File: src/rdc_pkg.sv
// Purpose: shared constants for the relay driver control die logic
// Assumes: 100 MHz core clock
// Notes:   control byte and status byte field positions, mode codes, watchdog timing
package rdc_pkg;
    // control byte fields
    localparam int CTL_SLEW_HI   = 7;
    localparam int CTL_SLEW_LO   = 6;
    localparam int CTL_PU_REL    = 5;
    localparam int CTL_SW3       = 4;
    localparam int CTL_SW2       = 3;
    localparam int CTL_SW1       = 2;
    localparam int CTL_OP_HI     = 1;
    localparam int CTL_OP_LO     = 0;
    // status byte fields
    localparam int STS_INTSRC    = 7;
    localparam int STS_BUS       = 6;
    localparam int STS_HIGH_V    = 5;
    localparam int STS_LOW_V     = 4;
    localparam int STS_REG_HEAT  = 3;
    localparam int STS_SW_HEAT   = 2;
    localparam int STS_WAKE2     = 1;
    localparam int STS_WAKE1     = 0;
    // reset values
    localparam logic [7:0] CTL_RESET     = 8'h03;
    localparam logic [1:0] SLEW_RESET    = 2'h0;
    // op state select codes
    localparam logic [1:0] OP_SLEEP      = 2'h0;
    localparam logic [1:0] OP_STOP       = 2'h1;
    localparam logic [1:0] OP_WD_CLEAR   = 2'h2;
    localparam logic [1:0] OP_RUN        = 2'h3;
    // slew codes
    localparam logic [1:0] SLEW_20K      = 2'h0;
    localparam logic [1:0] SLEW_10K      = 2'h1;
    localparam logic [1:0] SLEW_100K     = 2'h2;
    localparam logic [1:0] SLEW_LOWPOWER = 2'h3;
    // spi framing
    localparam int SPI_BITS          = 8;
    // timing
    localparam int CLK_HZ            = 100_000_000;
    localparam int WD_TIMEOUT_MS     = 150;
    localparam int WD_TIMEOUT_CYC    = WD_TIMEOUT_MS * (CLK_HZ / 1000);
    localparam int WD_SLOPE_UMS_KOHM = 991;  // 0.991 ms per kohm, in microseconds
    localparam int WD_OFFSET_US      = 648;  // 0.648 ms
    localparam int WAKE_FILTER_US    = 50;
    localparam int WAKE_FILTER_CYC   = WAKE_FILTER_US * (CLK_HZ / 1_000_000);
endpackage

File: src/rdc_spi_slave.sv
// Purpose: one-byte spi slave sampled in the core clock domain
// Assumes: serial clock far slower than core clock; mode: shift on rise, sample on fall
// Notes:   commits only when exactly eight sample edges were seen
`timescale 1ns/1ns
module rdc_spi_slave (
    // clock and reset
    input  wire logic       clk_i,
    input  wire logic       rst_i,
    // pins
    input  wire logic       sel_n_i,
    input  wire logic       serial_clock_in_i,
    input  wire logic       mosi_i,
    output logic            miso_o,
    output logic            miso_oe_o,
    // core side
    input  wire logic [7:0] status_i,
    output logic [7:0]      rx_byte_o,
    output logic            rx_valid_o,
    output logic            frame_start_o
);
    logic [1:0] sel_sync_q;
    logic [1:0] sck_sync_q;
    logic [1:0] mosi_sync_q;
    logic       sel_last_q;
    logic       sck_last_q;
    logic [7:0] rx_sr_q;
    logic [7:0] tx_sr_q;
    logic [3:0] edge_cnt_q;
    logic       sel_fall;
    logic       sel_rise;
    logic       sck_rise;
    logic       sck_fall;

    // two-stage synchronisers for all three pins
    always_ff @(posedge clk_i) begin
        if (rst_i) begin
            sel_sync_q  <= 2'h3;
            sck_sync_q  <= 2'h0;
            mosi_sync_q <= 2'h0;
            sel_last_q  <= 1'b1;
            sck_last_q  <= 1'b0;
        end else begin
            sel_sync_q  <= {sel_sync_q[0], sel_n_i};
            sck_sync_q  <= {sck_sync_q[0], serial_clock_in_i};
            mosi_sync_q <= {mosi_sync_q[0], mosi_i};
            sel_last_q  <= sel_sync_q[1];
            sck_last_q  <= sck_sync_q[1];
        end
    end

    assign sel_fall = sel_last_q & ~sel_sync_q[1];
    assign sel_rise = ~sel_last_q & sel_sync_q[1];
    assign sck_rise = ~sel_sync_q[1] & ~sck_last_q & sck_sync_q[1];
    assign sck_fall = ~sel_sync_q[1] & sck_last_q & ~sck_sync_q[1];

    // shift registers and edge counter
    always_ff @(posedge clk_i) begin
        if (rst_i) begin
            rx_sr_q    <= 8'h00;
            tx_sr_q    <= 8'h00;
            edge_cnt_q <= 4'h0;
            miso_o     <= 1'b0;
        end else if (sel_fall) begin
            tx_sr_q    <= {status_i[6:0], 1'b0};
            miso_o     <= status_i[7];
            edge_cnt_q <= 4'h0;
        end else begin
            if (sck_rise && edge_cnt_q != 4'h0) begin
                miso_o  <= tx_sr_q[7];
                tx_sr_q <= {tx_sr_q[6:0], 1'b0};
            end
            if (sck_fall) begin
                rx_sr_q <= {rx_sr_q[6:0], mosi_sync_q[1]};
                // saturate so that extra edges still invalidate the frame
                if (edge_cnt_q != 4'hF) begin
                    edge_cnt_q <= edge_cnt_q + 4'h1;
                end
            end
        end
    end

    // output enable and commit strobes
    always_ff @(posedge clk_i) begin
        if (rst_i) begin
            miso_oe_o     <= 1'b0;
            rx_valid_o    <= 1'b0;
            rx_byte_o     <= 8'h00;
            frame_start_o <= 1'b0;
        end else begin
            frame_start_o <= sel_fall;
            if (sel_fall) begin
                miso_oe_o <= 1'b1;
            end else if (sel_rise) begin
                miso_oe_o <= 1'b0;
            end
            rx_valid_o <= sel_rise && edge_cnt_q == 4'(rdc_pkg::SPI_BITS);
            if (sel_rise) begin
                rx_byte_o <= rx_sr_q;
            end
        end
    end
endmodule

File: src/rdc_wake_filter.sv
// Purpose: lin bus wake detector: long dominant then rising edge
// Assumes: bus level already synchronised to clk_i
// Notes:   counter saturates so long dominant levels stay qualified
`timescale 1ns/1ns
module rdc_wake_filter (
    // clock and reset
    input  wire logic clk_i,
    input  wire logic rst_i,
    // control
    input  wire logic arm_i,
    input  wire logic bus_level_i,
    // result
    output logic      wake_o
);
    localparam int CW = $clog2(rdc_pkg::WAKE_FILTER_CYC + 1);
    logic [CW-1:0] dom_cnt_q;
    logic          qualified_q;
    logic          level_last_q;

    // measure dominant length, fire on the following rising edge
    always_ff @(posedge clk_i) begin
        if (rst_i || !arm_i) begin
            dom_cnt_q    <= '0;
            qualified_q  <= 1'b0;
            level_last_q <= 1'b1;
            wake_o       <= 1'b0;
        end else begin
            level_last_q <= bus_level_i;
            wake_o       <= 1'b0;
            if (!bus_level_i) begin
                if (dom_cnt_q == CW'(rdc_pkg::WAKE_FILTER_CYC)) begin
                    qualified_q <= 1'b1;
                end else begin
                    dom_cnt_q <= dom_cnt_q + 1'b1;
                end
            end else begin
                dom_cnt_q   <= '0;
                qualified_q <= 1'b0;
                wake_o      <= qualified_q & ~level_last_q;
            end
        end
    end
endmodule

File: src/rdc_control.sv
// Purpose: control logic of the relay driver companion die
// Assumes: pins and analog indications arrive asynchronously to clk_i
// Notes:   spi slave, window watchdog, lin phy control, switch latch-off
//
// Summary of operation
// - any switch overheat turns all three switches off, latched, and sets thermal flag
// - switches are forced off in sleep or stop
// - slew setting comes from two control bits, reset gives 20 kbit/s
// - lin transmitter enabled only in normal and normal request states
// - lin driver fault shuts transmitter and sets bus fault flag
// - pull-up release bit of the low-power sequence disconnects pull-up there
// - transmit low drives bus dominant, high leaves it recessive
// - transmit input is treated as high when undriven
// - receive output follows bus level
// - in stop, qualified dominant pulse then rise raises wake interrupt and flag
// - in sleep, the same pulse wakes the system through reset and sets flag
// - in run, watchdog clears are accepted only inside the open window
// - clear in closed window or no clear by window end resets the device
// - first clear in normal request has no closed window, 150 ms limit
// - config pin open gives 150 ms period, grounded disables watchdog
// - resistor period is 0.991 ms per kohm plus 0.648 ms, as parameter
// - each spi frame is one byte each way
// - select fall starts frame, enables miso, captures status
// - data shifts out on clock rise and is sampled on clock fall
// - frame valid only with exactly eight sample edges
// - select rise commits control byte, miso released while select high
// - regulator heat gives prewarning flag with interrupt, then later shutdown
// - state bits: 00 sleep, 01 stop, 10 watchdog clear, 11 run
// - slew bits: 00 20k, 01 10k, 10 100k, 11 low-power request
// - sleep or stop entered only after the command byte arrives twice
// - bus flag clears on read while set; transmitter returns once fault gone and flag read
`timescale 1ns/1ns
module rdc_control #(
    parameter int WD_PERIOD_CYC = rdc_pkg::WD_TIMEOUT_CYC,  // resistor-set period
    parameter int WD_NREQ_CYC   = rdc_pkg::WD_TIMEOUT_CYC
) (
    // clock and reset
    input  wire logic clk_i,
    input  wire logic rst_i,
    // spi pins
    input  wire logic sel_n_i,
    input  wire logic serial_clock_in_i,
    input  wire logic mosi_i,
    output logic      miso_o,
    output logic      miso_oe_o,
    // lin phy
    input  wire logic txd_i,
    input  wire logic txd_oe_i,
    input  wire logic lin_bus_i,
    input  wire logic lin_fault_i,
    output logic      lin_drive_dom_o,
    output logic      rxd_o,
    output logic      lin_tx_en_o,
    output logic [1:0] bus_slew_select_o,
    output logic      bus_pullup_release_o,
    // switches
    input  wire logic [2:0] switch_overheat_i,
    input  wire logic pwm_i,
    output logic      switch_out_1_o,
    output logic      switch_out_2_o,
    output logic      switch_out_3_o,
    // regulator and supply
    input  wire logic regulator_heat_warning_i,
    input  wire logic regulator_overheat_i,
    input  wire logic high_volt_i,
    input  wire logic low_volt_i,
    input  wire logic [1:0] wake_pin_i,
    output logic      regulator_off_o,
    // watchdog and system
    input  wire logic wdog_period_config_open_i,
    input  wire logic wdog_period_config_gnd_i,
    output logic      dev_reset_o,
    output logic      irq_o,
    output logic [2:0] op_state_o
);
    typedef enum logic [4:0] {
        RDC_NREQ  = 5'h01,
        RDC_RUN   = 5'h02,
        RDC_STOP  = 5'h04,
        RDC_SLEEP = 5'h08,
        RDC_RESET = 5'h10
    } rdc_state_t;

    localparam int WDW = 32;

    // synchronised async inputs: txd, txd_oe, bus, fault, 3 heat, reg warn, reg hot, hv, lv, pwm, cfg x2, 2 wake
    localparam int NS = 16;
    // reset to idle pin levels: bus recessive, so rxd shows no false dominant
    localparam logic [NS-1:0] SYNC_IDLE = 16'h0004;
    logic [NS-1:0] in_raw;
    logic [NS-1:0] s1_q;
    logic [NS-1:0] s2_q;
    logic txd_s, txd_oe_s, bus_s, fault_s, reg_warn_s, reg_hot_s, hv_s, lv_s, pwm_s, cfg_open_s, cfg_gnd_s;
    logic [2:0] heat_s;
    logic [1:0] wake_s;
    logic [WDW-1:0] wd_period;

    rdc_state_t state_q;
    logic [7:0] ctl_q;
    logic [7:0] last_cmd_q;
    logic       cmd_armed_q;
    logic       sw_latch_q;
    logic       bus_flag_q;
    logic       reg_warn_flag_q;
    logic       intsrc_q;
    logic [WDW-1:0] wd_cnt_q;
    logic [7:0] status;
    logic [7:0] rx_byte;
    logic       rx_valid;
    logic       frame_start;
    logic       wake;
    logic       low_power;
    logic       wd_en;
    logic       wd_clear;
    logic       wd_fail;
    logic       lp_cmd;
    logic       txd_eff;

    assign in_raw = {wake_pin_i, wdog_period_config_open_i, wdog_period_config_gnd_i, pwm_i, low_volt_i,
                     high_volt_i, regulator_overheat_i, regulator_heat_warning_i, switch_overheat_i,
                     lin_fault_i, lin_bus_i, txd_oe_i, txd_i};

    // two flip-flop synchronisers, one per asynchronous input bit
    genvar gi;
    generate
        for (gi = 0; gi < NS; gi++) begin : g_sync
            always_ff @(posedge clk_i) begin
                if (rst_i) begin
                    s1_q[gi] <= SYNC_IDLE[gi];
                    s2_q[gi] <= SYNC_IDLE[gi];
                end else begin
                    s1_q[gi] <= in_raw[gi];
                    s2_q[gi] <= s1_q[gi];
                end
            end
        end
    endgenerate

    assign {wake_s, cfg_open_s, cfg_gnd_s, pwm_s, lv_s, hv_s, reg_hot_s, reg_warn_s, heat_s,
            fault_s, bus_s, txd_oe_s, txd_s} = s2_q;

    // undriven transmit input reads as high
    assign txd_eff   = txd_oe_s ? txd_s : 1'b1;
    assign low_power = (state_q == RDC_STOP) || (state_q == RDC_SLEEP);

    // status byte: interrupt marker, bus flag, supply, heat and wake pins
    assign status = {intsrc_q, bus_flag_q, hv_s, lv_s, reg_warn_flag_q, sw_latch_q, wake_s};

    rdc_spi_slave u_spi (
        .clk_i             (clk_i),
        .rst_i             (rst_i),
        .sel_n_i           (sel_n_i),
        .serial_clock_in_i (serial_clock_in_i),
        .mosi_i            (mosi_i),
        .miso_o            (miso_o),
        .miso_oe_o         (miso_oe_o),
        .status_i          (status),
        .rx_byte_o         (rx_byte),
        .rx_valid_o        (rx_valid),
        .frame_start_o     (frame_start)
    );

    rdc_wake_filter u_wake (
        .clk_i       (clk_i),
        .rst_i       (rst_i),
        .arm_i       (low_power),
        .bus_level_i (bus_s),
        .wake_o      (wake)
    );

    // a low-power command has slew bits 11 and all switch bits clear
    assign lp_cmd = rx_byte[rdc_pkg::CTL_SLEW_HI:rdc_pkg::CTL_SLEW_LO] == rdc_pkg::SLEW_LOWPOWER
                    && rx_byte[rdc_pkg::CTL_SW3:rdc_pkg::CTL_SW1] == 3'h0
                    && !rx_byte[rdc_pkg::CTL_OP_HI];
    assign wd_en    = !cfg_gnd_s;
    // an open config pin selects the default period, otherwise the resistor-set one
    assign wd_period = cfg_open_s ? WDW'(rdc_pkg::WD_TIMEOUT_CYC) : WDW'(WD_PERIOD_CYC);
    assign wd_clear = rx_valid && rx_byte[rdc_pkg::CTL_OP_HI:rdc_pkg::CTL_OP_LO] == rdc_pkg::OP_WD_CLEAR;
    // closed window is the first half of the period; open window the second half
    assign wd_fail  = wd_en && (
        (state_q == RDC_RUN && wd_clear && wd_cnt_q < (wd_period >> 1)) ||
        (state_q == RDC_RUN && wd_cnt_q >= wd_period - WDW'(1)) ||
        (state_q == RDC_NREQ && !wd_clear && wd_cnt_q >= WDW'(WD_NREQ_CYC - 1)));

    // control register commit and double low-power command check
    always_ff @(posedge clk_i) begin
        if (rst_i || state_q == RDC_RESET) begin
            ctl_q       <= rdc_pkg::CTL_RESET;
            last_cmd_q  <= 8'h00;
            cmd_armed_q <= 1'b0;
        end else if (rx_valid) begin
            last_cmd_q  <= rx_byte;
            cmd_armed_q <= lp_cmd;
            // a low-power byte leaves slew unchanged; only pull-up release and switch bits are written
            if (lp_cmd) begin
                ctl_q[rdc_pkg::CTL_PU_REL] <= rx_byte[rdc_pkg::CTL_PU_REL];
                ctl_q[rdc_pkg::CTL_SW3:rdc_pkg::CTL_SW1] <= 3'h0;
            end else begin
                ctl_q <= rx_byte;
            end
        end
    end

    // operating state machine and watchdog counter
    always_ff @(posedge clk_i) begin
        if (rst_i) begin
            state_q  <= RDC_RESET;
            wd_cnt_q <= '0;
        end else begin
            case (state_q)
                RDC_RESET: begin
                    state_q  <= RDC_NREQ;
                    wd_cnt_q <= '0;
                end
                RDC_NREQ, RDC_RUN: begin
                    if (wd_fail) begin
                        state_q <= RDC_RESET;
                    end else if (rx_valid && lp_cmd && cmd_armed_q && last_cmd_q == rx_byte) begin
                        state_q <= rx_byte[rdc_pkg::CTL_OP_LO] ? RDC_STOP : RDC_SLEEP;
                    end else if (wd_clear) begin
                        state_q  <= RDC_RUN;
                        wd_cnt_q <= '0;
                    end else begin
                        wd_cnt_q <= wd_cnt_q + 1'b1;
                    end
                end
                RDC_STOP: begin
                    wd_cnt_q <= '0;
                    if (wake || (frame_start)) begin
                        state_q <= RDC_NREQ;
                    end
                end
                RDC_SLEEP: begin
                    wd_cnt_q <= '0;
                    if (wake) begin
                        state_q <= RDC_RESET;
                    end
                end
                default: begin
                    state_q <= RDC_RESET;
                end
            endcase
        end
    end

    // flags: set wins over read-clear
    always_ff @(posedge clk_i) begin
        if (rst_i) begin
            sw_latch_q      <= 1'b0;
            bus_flag_q      <= 1'b0;
            reg_warn_flag_q <= 1'b0;
            intsrc_q        <= 1'b0;
        end else begin
            if (!low_power && |heat_s) begin
                sw_latch_q <= 1'b1;
            end else if (frame_start && sw_latch_q) begin
                sw_latch_q <= 1'b0;
            end
            if ((!low_power && fault_s) || wake) begin
                bus_flag_q <= 1'b1;
            end else if (frame_start && bus_flag_q) begin
                bus_flag_q <= 1'b0;
            end
            if (!low_power && reg_warn_s) begin
                reg_warn_flag_q <= 1'b1;
            end else if (frame_start) begin
                reg_warn_flag_q <= 1'b0;
            end
            if (wake || (!low_power && (reg_warn_s || |heat_s || hv_s || lv_s || fault_s))) begin
                intsrc_q <= 1'b1;
            end else if (frame_start) begin
                intsrc_q <= 1'b0;
            end
        end
    end

    // registered outputs
    always_ff @(posedge clk_i) begin
        if (rst_i) begin
            lin_tx_en_o          <= 1'b0;
            lin_drive_dom_o      <= 1'b0;
            rxd_o                <= 1'b1;
            bus_slew_select_o    <= rdc_pkg::SLEW_RESET;
            bus_pullup_release_o <= 1'b0;
            switch_out_1_o       <= 1'b0;
            switch_out_2_o       <= 1'b0;
            switch_out_3_o       <= 1'b0;
            regulator_off_o      <= 1'b0;
            dev_reset_o          <= 1'b1;
            irq_o                <= 1'b0;
            op_state_o           <= 3'h0;
        end else begin
            lin_tx_en_o <= (state_q == RDC_RUN || state_q == RDC_NREQ) && !fault_s && !bus_flag_q;
            lin_drive_dom_o <= lin_tx_en_o && !txd_eff;
            rxd_o <= bus_s;
            bus_slew_select_o <= ctl_q[rdc_pkg::CTL_SLEW_HI:rdc_pkg::CTL_SLEW_LO];
            bus_pullup_release_o <= low_power && ctl_q[rdc_pkg::CTL_PU_REL];
            switch_out_1_o <= !low_power && !sw_latch_q && ctl_q[rdc_pkg::CTL_SW1] && pwm_s;
            switch_out_2_o <= !low_power && !sw_latch_q && ctl_q[rdc_pkg::CTL_SW2] && pwm_s;
            switch_out_3_o <= !low_power && !sw_latch_q && ctl_q[rdc_pkg::CTL_SW3];
            if (!low_power && reg_hot_s && reg_warn_flag_q) begin
                regulator_off_o <= 1'b1;
            end else if (state_q == RDC_RESET) begin
                regulator_off_o <= 1'b0;
            end
            dev_reset_o <= state_q == RDC_RESET || state_q == RDC_SLEEP;
            irq_o <= (!low_power && reg_warn_s && !reg_warn_flag_q) || (state_q == RDC_STOP && wake);
            op_state_o <= {low_power, state_q == RDC_SLEEP, state_q == RDC_RUN};
        end
    end
endmodule

File: config.mk
export PLATFORM = sky130hd
export DESIGN_NAME = rdc_control
export DESIGN_NICKNAME = d
export VERILOG_FILES = /design/src/rdc_pkg.sv /design/src/rdc_spi_slave.sv /design/src/rdc_wake_filter.sv /design/src/rdc_control.sv
export SDC_FILE = /design/constraint.sdc
export NUM_CORES = 1
export LEC_CHECK = 0
export BUFFER_PORTS_ARGS = -buffer_cell sky130_fd_sc_hd__buf_2
export CORE_MARGIN = 2
export CORE_UTILIZATION = 35
export DETAILED_ROUTE_END_ITERATION = 8
export RECOVER_POWER = 100
export SYNTH_ARGS = -nofsm -noshare
export SYNTH_HDL_FRONTEND = slang
export SYNTH_HIERARCHICAL = 1
export SYNTH_SLANG_ARGS = --single-unit
File: constraint.sdc
create_clock -name clk_i -period 7.7 [get_ports clk_i]
set_clock_uncertainty 0.15 [all_clocks]
set_input_delay 2.31 -clock clk_i [delete_from_list [all_inputs] [get_ports clk_i]]
set_output_delay 2.31 -clock clk_i [all_outputs]
set_load 0.1 [all_outputs]
==> summary.txt, run 1 <==
Yosys
  • Yosys top cell by area: dfxtp_1
  • Syn Nets: 745
  • #FFs+latches synth: 155
  • Avg Synthesized Cell Area: 9.11 um^2
  • Post-synthesis sequential area ratio: 47.5%
  • Mapped Area: 0.00653 mm^2
  • Yosys warns: 6
  • Top post-synthesis cells by area: dfxtp_1, nor2b_1, nand2_1
  • Primary FF master, synth: dfxtp_1
  • Synth cell types: 67
  • Ys async rst share: 0%
  • Top cell type's share of synthesized area: 47.5%
  • Number of synthesized flops with an enable pin: 0
  • Cells after Synth: 717

Clock network
  • TritonCTS clock tree: done
  • Total CTS buffers: 17
  • CTS clk-pin slew, worst paths: 0.06 ns
  • Post-CTS setup buffers: 0
  • CTS H-tree depth: 4
  • Worst-Skew Late Latency: 0.42 ns
  • CTS Buffer Depth: 2
  • Post_cts resized: 0
  • Hold_buf cts: 0
  • CTS sink count: 155
  • Root Buffer: clkbuf_16

GRT
  • Grt ovf: 0
  • Gr usage total: 14.9%
  • Initial antenna violation count: 0
  • Most Used Layer, Global Route: met2
  • Met2 Track Usage GR: 22.2%
  • First-pass GRT wire length: 23900 um
  • Pin count of the biggest net entering global routing: 91
  • Grt met3 use: 2.96%
  • Met1 usage: 21.3%
  • Via count of the first global-routing pass: 4771

Floorplanning
  • Die ar.: 0.0198 mm^2
  • Initial Utilization: 36.0%
  • CORE AREA: 0.0181 mm^2
  • I/O pins: 38
  • Rows: 49
  • Chip Width: 141 um
  • Die height: 141 um

Critical path
  • Crit path kind: primary input to register
  • Crit Path Max Fanout: 21
  • Worst setup SP type: primary input
  • Crit path DAT: 4.59 ns
  • Worst setup EP type: register
  • R2R depth: 7
  • Worst path required time: 7.85 ns

Detailed routing
  • DR pass1 iterations: 5
  • Average wire per standard cell: 14.4 um
  • Post-route DRC violation count: 0
  • Starting DRT DRC Count: 352
  • Detailed-route vias per instance: 5.29
  • DR vias: 5197
  • Final Routed Wirelength: 14100 um
  • Antenna-violating nets left: 0

Finish
  • Commonest non-fill, non-tap cells in the layout: dfxtp_1, nand2_1, nor2_1, a21oi_1, nor2b_1
  • Ant. Diodes: 0
  • Area delta synth->final: 13.2%
  • Commonest non-fill, non-tap cell in the layout: dfxtp_1
  • Register area: 0.00310 mm^2
  • Non-Filler Instances: 982
  • Final nets: 770
  • Design area: 0.00739 mm^2
  • Layout fillers: 1826
  • Share of cells above drive strength 1: 9.03%
  • Multi-input logic area: 0.00315 mm^2

Power and ir drop
  • Clock share of power: 47.0%
  • Leak: 2.51 nW
  • Peak VDD IR: 0.000139 V
  • Comb pwr share: 5.5%
  • Pwr dens: 235 mW/mm^2
  • NetSw: 0.399 mW
  • Tot Pwr: 1.74 mW
  • Net switching fraction of the power: 22.9%
  • Internal: 1.34 mW
  • Sequential power share: 47.5%

STA
  • Fin Setup TNS: 0 ns
  • Achievable Freq: 225 MHz
  • Final Cycle Share: 57.6%
  • Setup violators final: 0
  • Setup slack after layout: 3.26 ns
  • Least-Margin Pin Slew: 1.35 ns
  • Final slew viol count: 0
  • Final Hold Viols: 0
  • Tmin final: 4.44 ns
  • Max_slew headroom: 10.1%
  • Unrepaired setup endpoints after global routing: false

Hold path
  • Hold Crit Class: register to register
  • Worst hold stages: 1

Job
  • Total of max-cap violations: 0

Placed design
  • Placed inst area: 0.00689 mm^2
  • Hpwl dp: 9250 um
  • Port Buf Inserts: 36
  • Cells after DPL: 952
  • Worst slack at placement: 2.96 ns
  • Final GP Congestion: 0.848

Outcome
  • Status: finished clean
-- state kept, by name, summed over array words and instances (netlist names), 7 cells and up --
signal / flops
wd_cnt_q: 32
s1_q: 15
u_wake/dom_cnt_q: 13
last_cmd_q: 8
u_spi/rx_byte_o: 8
u_spi/rx_sr_q: 8
u_spi/tx_sr_q: 7
-- cell usage after synthesis (4+ instances only) --
| master | n |
|---|---|
| nand4_1 | 9 |
| a21oi_1 | 38 |
| o41ai_1 | 5 |
| mux2i_1 | 19 |
| nor2b_1 | 39 |
| or4_1 | 7 |
| xor2_1 | 4 |
| xnor2_1 | 8 |
| inv_1 | 23 |
| nor4_1 | 9 |
| and3_1 | 13 |
| o211ai_1 | 10 |
| a221oi_1 | 8 |
| ha_1 | 7 |
| nor3b_1 | 4 |
| buf_2 | 4 |
| or2_2 | 7 |
| a41oi_1 | 8 |
| o21a_1 | 4 |
| o31ai_1 | 20 |
| a31oi_1 | 13 |
| clkbuf_1 | 29 |
| and2_1 | 7 |
| or3_1 | 11 |
| o21ai_0 | 33 |
| nand3b_1 | 6 |
| o21ai_1 | 11 |
| nand2_1 | 59 |
| dfxtp_1 | 155 |
| nor3_1 | 11 |
| nand2b_1 | 13 |
| nand3_1 | 29 |
| nor2_1 | 45 |
-- final cells by class --
cell class	count	area share (%)
multi-input combinational	503	42.6
sequential	155	42.0
clock buffer	21	6.23
tap	229	3.88
timing repair buffer	42	2.64
clock inverter	9	1.52
inverter	23	1.17
-- worst paths after layout --
| check | start | endpoint | slack, ns |
|---|---|---|---|
| setup / recovery | rst_i | wd_cnt_q[25]$_SDFFE_PP0P_ | 3.26 |
| hold / removal | u_wake/level_last_q$_SDFF_PP1_ | u_wake/wake_o$_SDFF_PP0_ | 0.25 |
| setup reg to reg | u_spi/rx_valid_o$_SDFF_PP0_ | wd_cnt_q[25]$_SDFFE_PP0P_ | 3.47 |
| hold reg to reg | u_wake/level_last_q$_SDFF_PP1_ | u_wake/wake_o$_SDFF_PP0_ | 0.25 |
-- cells by family after synthesis --
logic type | after synthesis | synth area share [%]
and+or+nand+nor | 292 | 25.1
AOI/OAI and AO/OA | 173 | 17.8
DFF | 155 | 47.5
buffers and inverters | 59 | 3.70
muxes | 19 | 2.91
xor gates and xnor gates | 12 | 1.61
adders and majority gates | 7 | 1.34
-- layer usage --
metal,vias up,routed length (um)
met2,102,6120
met4,0,133
met5,-,0
li1,2649,-
met1,2437,7360
met3,9,521
-- metrics by stage --
| stage | utilization [%] | hold slack, ns |
|---|---|---|
| after CTS | 41.1 | 0.249 |
| after floorplan | - | 0.223 |
| after global routing | 40.7 | 0.264 |
| after detailed placement | 37.9 | 0.236 |
| final | 40.7 | 0.245 |
| after global placement | 37.9 | 0.237 |
-- critical path, stage by stage --
cell,delay [ns]
clkbuf_1,0.18
nand2b_1,0.36
nor2_1,0.40
nand3_1,0.75
o41ai_1,0.57
-- power groups by stage --
stage | clock (mW) | sequential (mW) | combinational [mW]
after floorplan | 0 | 0.852 | 0.0661
after global placement | 0 | 0.844 | 0.0988
after detailed placement | 0 | 0.844 | 0.0993
after CTS | 0.835 | 0.826 | 0.0995
after global routing | 0.869 | 0.828 | 0.107
final | 0.817 | 0.826 | 0.0965
Note: power is estimated with default switching activity, not from simulation.
==> inputs of run 2 (changes only) <==
==> constraint.sdc (replaced) <==
create_clock -name clk_i -period 4.5 [get_ports clk_i]
set_clock_uncertainty 0.15 [all_clocks]
set_input_delay 1.35 -clock clk_i [delete_from_list [all_inputs] [get_ports clk_i]]
set_output_delay 1.35 -clock clk_i [all_outputs]
set_load 0.1 [all_outputs]
==> summary.txt, run 2 (same netlist as run 1, synthesis figures left out) <==
Placed design
  • Hpwl dp: 9240 um
  • Port Buf Inserts: 36
  • Final GP Congestion: 0.844

Finish
  • Commonest non-fill, non-tap cell in the layout: dfxtp_1
  • Final nets: 771
  • Area delta synth->final: 14.2%
  • Layout fillers: 1830
  • Commonest non-fill, non-tap cells in the layout: dfxtp_1, nand2_1, nor2_1, o21ai_0, nor2b_1
  • Biggest register: wd_cnt_q
  • Multi-input logic area: 0.00318 mm^2
  • Register area: 0.00310 mm^2
  • Ant. Diodes: 0
  • Max reg flops: 32
  • Share of cells above drive strength 1: 10.4%
  • Biggest registers after layout: wd_cnt_q x32, s1_q x15, u_wake/dom_cnt_q x13

Clock network
  • Hold_buf cts: 0
  • CTS Buffer Depth: 2
  • CTS sink count: 155
  • Root Buffer: clkbuf_16
  • Worst-Skew Late Latency: 0.42 ns
  • Post_cts resized: 0
  • Total CTS buffers: 17
  • CTS H-tree depth: 4
  • Post-CTS setup buffers: 0
  • TritonCTS clock tree: done
  • CTS clk-pin slew, worst paths: 0.06 ns

Detailed routing
  • Starting DRT DRC Count: 329
  • Detailed-route vias per instance: 5.21
  • DR vias: 5128
  • DR pass1 iterations: 5
  • Post-route DRC violation count: 0
  • Average wire per standard cell: 14.0 um
  • Antenna-violating nets left: 0
  • Final Routed Wirelength: 13800 um

Floorplanning
  • Die height: 141 um
  • Chip Width: 141 um
  • Initial Utilization: 36.0%
  • Die ar.: 0.0198 mm^2
  • I/O pins: 38
  • CORE AREA: 0.0181 mm^2
  • Rows: 49

STA
  • Setup violators final: 0
  • Unrepaired setup endpoints after global routing: false
  • Max_slew headroom: -14.0%
  • Tmin final: 3.53 ns
  • Least-Margin Pin Slew: 1.71 ns
  • Final Cycle Share: 78.4%
  • Final slew viol count: 94
  • Final Hold Viols: 0
  • Fin Setup TNS: 0 ns
  • Achievable Freq: 283 MHz

GRT
  • Grt ovf: 0
  • Grt met3 use: 3.16%
  • Gr usage total: 14.4%
  • First-pass GRT wire length: 23400 um
  • Via count of the first global-routing pass: 4614
  • Met2 Track Usage GR: 21.0%
  • Met1 usage: 20.7%
  • Pin count of the biggest net entering global routing: 94
  • Initial antenna violation count: 0
  • Most Used Layer, Global Route: met2

Hold path
  • Hold Crit Class: register to register
  • Worst hold stages: 1

Power and ir drop
  • Leak: 2.53 nW
  • Pwr dens: 402 mW/mm^2
  • Peak VDD IR: 0.000231 V
  • Tot Pwr: 2.99 mW

Critical path
  • Worst path cell trace: buf_4, and3b_1, a2111o_1, a2111oi_0, nor3_4, nand2_2, a21oi_1, o221a_2
  • Worst path required time: 4.66 ns
  • Worst setup EP type: register
  • CP max stage delay: 0.97 ns
  • Crit path DAT: 3.69 ns
  • Worst setup SP type: register
  • R2R depth: 8
  • Slowest cell on crit path: a2111oi_0
  • Crit path kind: register to register
  • Crit Path Max Fanout: 17

Outcome
  • Status: complete, but fails checks
  • Violated checks: max-capacitance violations, max-slew violations

Job
  • Total of max-cap violations: 1
run 2: changes by cell type in the layout (fill, tap and decap cells not counted), sizes merged:
cell    previous run  this run
inv               26        31
clkinv             3         4
bufinv             2         1
buf               22        24
clkbuf            41        37
run 2: layout make-up:
cell class | instances | area share (%)
Timing Repair Buffer | 43 | 2.79
Clock inverter | 14 | 2.05
Multi-Input combinational cell | 503 | 42.6
Tap cell | 229 | 3.84
Clock buffer | 18 | 5.89
Sequential cell | 155 | 41.6
Inverter | 23 | 1.16
run 2: power by group:
part | internal (mW) | total [mW] | leakage (nW) | switching [mW]
sequential | 1.40 | 1.41 | 1.26 | 0.0150
clock | 0.801 | 1.41 | 0.292 | 0.613
combinational | 0.0541 | 0.166 | 0.981 | 0.112
run 2: stage by stage:
step                cells  hold slack, ns  setup slack, ns  utilization (%)  instance area [um^2]
detailed placement    953           0.238             1.38             38.0                  6890
finish                985           0.250            0.971             41.1                  7450
floorplan             717           0.223             1.84                -                  6530
CTS                   985           0.253             1.45             41.2                  7480
global route          985           0.267            0.674             41.1                  7450
global placement      953           0.239             1.37             38.0                  6890
run 2: final timing paths:
check / startpoint / to / slack [ns]
max: u_spi/rx_valid_o$_SDFF_PP0_ / wd_cnt_q[17]$_SDFFE_PP0P_ / 0.97
min reg2reg: u_wake/level_last_q$_SDFF_PP1_ / u_wake/wake_o$_SDFF_PP0_ / 0.25
min: u_wake/level_last_q$_SDFF_PP1_ / u_wake/wake_o$_SDFF_PP0_ / 0.25
max reg2reg: u_spi/rx_valid_o$_SDFF_PP0_ / wd_cnt_q[17]$_SDFFE_PP0P_ / 0.97
run 2: metal layers:
layer / up-vias / wire length [um] / part of all wire (%)
met5: - / 0 / 0
met4: 0 / 190 / 1.4
met3: 14 / 435 / 3.2
met2: 81 / 5930 / 43
met1: 2382 / 7240 / 52
li1: 2651 / - / -
run 2: critical path: cells and delay by family (launching register included):
| family | cells | cell delay [ns] |
|---|---|---|
| AOI/OAI and AO/OA | 4 | 1.93 |
| and+or+nand+nor | 3 | 0.84 |
| DFF | 1 | 0.31 |
| buffers and inverters | 1 | 0.20 |
==> inputs of run 3 (changes only) <==
==> constraint.sdc (replaced) <==
create_clock -name clk_i -period 2.85 [get_ports clk_i]
set_clock_uncertainty 0.15 [all_clocks]
set_input_delay 0.855 -clock clk_i [delete_from_list [all_inputs] [get_ports clk_i]]
set_output_delay 0.855 -clock clk_i [all_outputs]
set_load 0.1 [all_outputs]
==> summary.txt, run 3 (same netlist as run 1, synthesis figures left out) <==
Critical path
  • Worst setup SP type: register
  • R2R depth: 8
  • Crit Reg-Reg Startpoint: wd_cnt_q[9]$_SDFFE_PP0P_
  • Worst setup EP type: register
  • R2r endpoint: wd_cnt_q[2]$_SDFFE_PP0P_
  • Crit Path Max Fanout: 12
  • Worst path cell trace: or4_1, o211ai_2, a2111oi_2, nor3_4, nand2_2, buf_4, o21ai_0, a21oi_1
  • Slowest cell on crit path: or4_1
  • CP max stage delay: 0.61 ns
  • Worst path required time: 3.01 ns
  • Crit path kind: register to register
  • Crit path DAT: 2.80 ns
  • Flop2flop setup slack: 0.21 ns

Clock network
  • Post-CTS setup buffers: 0
  • Post_cts resized: 0
  • CTS H-tree depth: 4
  • Worst-Skew Late Latency: 0.42 ns
  • CTS Buffer Depth: 2
  • Hold_buf cts: 0
  • Root Buffer: clkbuf_16
  • CTS clk-pin slew, worst paths: 0.06 ns
  • Total CTS buffers: 17
  • TritonCTS clock tree: done
  • CTS sink count: 155

GRT
  • Grt met3 use: 3.23%
  • Gr usage total: 15.1%
  • Via count of the first global-routing pass: 4764
  • Pin count of the biggest net entering global routing: 91
  • Met1 usage: 20.9%
  • Most Used Layer, Global Route: met2
  • Initial antenna violation count: 0
  • Grt ovf: 0
  • First-pass GRT wire length: 24100 um
  • Met2 Track Usage GR: 23.0%

Finish
  • Layout fillers: 1847
  • Commonest non-fill, non-tap cell in the layout: dfxtp_1
  • Share of cells above drive strength 1: 13.3%
  • Biggest registers after layout: wd_cnt_q x32, s1_q x15, u_wake/dom_cnt_q x13
  • Commonest non-fill, non-tap cells in the layout: dfxtp_1, nand2_1, nor2_1, o21ai_0, nor2b_1
  • Max reg flops: 32
  • Biggest register: wd_cnt_q
  • Ant. Diodes: 0
  • Area delta synth->final: 16.6%
  • Final nets: 791

STA
  • Unrepaired setup endpoints after global routing: false
  • Setup slack after layout: 0.211 ns
  • Final slew viol count: 0
  • Final Cycle Share: 92.6%
  • Fin Setup TNS: 0 ns
  • Final Hold Viols: 0
  • Least-Margin Pin Slew: 1.17 ns
  • Achievable Freq: 379 MHz
  • Tmin final: 2.64 ns
  • Setup violators final: 0
  • Max_slew headroom: 22.1%

Floorplanning
  • I/O pins: 38
  • Initial Utilization: 36.0%
  • Die ar.: 0.0198 mm^2
  • Chip Width: 141 um
  • Rows: 49
  • CORE AREA: 0.0181 mm^2
  • Die height: 141 um

Placed design
  • Hpwl dp: 9630 um
  • Worst slack at placement: 0.199 ns
  • Final GP Congestion: 0.868
  • Port Buf Inserts: 36

Detailed routing
  • Detailed-route vias per instance: 5.19
  • DR vias: 5213
  • Final Routed Wirelength: 14400 um
  • DR pass1 iterations: 5
  • Average wire per standard cell: 14.3 um
  • Starting DRT DRC Count: 374
  • Antenna-violating nets left: 0
  • Post-route DRC violation count: 0

Power and ir drop
  • NetSw: 1.16 mW
  • Pwr dens: 629 mW/mm^2
  • Clock share of power: 47.6%
  • Comb pwr share: 5.8%
  • Internal: 3.63 mW
  • Leak: 2.64 nW
  • Peak VDD IR: 0.000412 V
  • Sequential power share: 46.6%
  • Net switching fraction of the power: 24.1%

Hold path
  • Hold Crit Class: register to register
  • Hold Path End: lin_drive_dom_o$_SDFF_PP0_
  • Worst hold stages: 1
  • Hold wc startpoint: txd_s$_SDFF_PP0_

Outcome
  • Status: finished clean

Job
  • Total of max-cap violations: 0
## run 3: cell types whose count changed in the layout (fill, tap and decap cells not counted), moves of 3 or more
cell,delta
buf_4,+14
clkbuf_1,-5
clkbuf_2,+10
clkinvlp_4,+3
o21ai_0,-4
o21ai_1,+4
## run 3: worst max-delay path by stage
stage	startpoint	to	cells past startpoint
floorplan	u_spi/rx_valid_o$_SDFF_PP0_	wd_cnt_q[17]$_SDFFE_PP0P_	9
global placement	u_spi/rx_byte_o[1]$_SDFFE_PP0P_	wd_cnt_q[17]$_SDFFE_PP0P_	8
detailed placement	wd_cnt_q[9]$_SDFFE_PP0P_	wd_cnt_q[2]$_SDFFE_PP0P_	8
CTS	wd_cnt_q[9]$_SDFFE_PP0P_	wd_cnt_q[2]$_SDFFE_PP0P_	8
global route	state_q[2]$_SDFFE_PP0P_	wd_cnt_q[25]$_SDFFE_PP0P_	8
finish	wd_cnt_q[9]$_SDFFE_PP0P_	wd_cnt_q[2]$_SDFFE_PP0P_	8
## run 3: final cells by class
| type | instances | area, um^2 | share of cell area [%] |
|---|---|---|---|
| Clock buffer | 18 | 439 | 5.77 |
| Sequential cell | 155 | 3100 | 40.7 |
| Multi-Input combinational cell | 503 | 3180 | 41.8 |
| Clock inverter | 13 | 156 | 2.05 |
| Timing Repair Buffer | 63 | 364 | 4.78 |
| Tap cell | 229 | 287 | 3.76 |
| Inverter | 23 | 86.3 | 1.13 |
## run 3: critical path: cells and delay by family (launching register included)
| family | cells | cell delay (ns) |
|---|---|---|
| AOI/OAI and AO/OA | 4 | 0.55 |
| DFF | 1 | 0.37 |
| and+or+nand+nor | 3 | 1.23 |
| buffers and inverters | 1 | 0.23 |
## run 3: per-layer routing
metal	part of all wire (%)	vias up	routed length (um)
li1	-	2691	-
met1	50	2397	7210
met2	44	106	6350
met3	4.0	19	579
met4	1.7	0	239
met5	0	-	0
## run 3: metrics by stage
step                total power [mW]  instance area, um^2  instances  hold slack (ns)  util [%]
finish                          4.79                 7610       1004            0.251      42.0
global route                    4.96                 7610       1004            0.259      42.0
CTS                             4.85                 7650       1004            0.252      42.2
detailed placement              2.57                 7060        973            0.241      38.9
global placement                2.57                 7060        973            0.241      38.9
floorplan                       2.48                 6530        717            0.223         -
## run 3: power groups by stage
| stage | Sequential, mW | Clock [mW] | Combinational, mW |
|---|---|---|---|
| after global placement | 2.28 | 0 | 0.285 |
| after detailed placement | 2.28 | 0 | 0.286 |
| after CTS | 2.23 | 2.33 | 0.287 |
| after global routing | 2.24 | 2.42 | 0.309 |
| after floorplan | 2.30 | 0 | 0.178 |
| final | 2.23 | 2.28 | 0.280 |
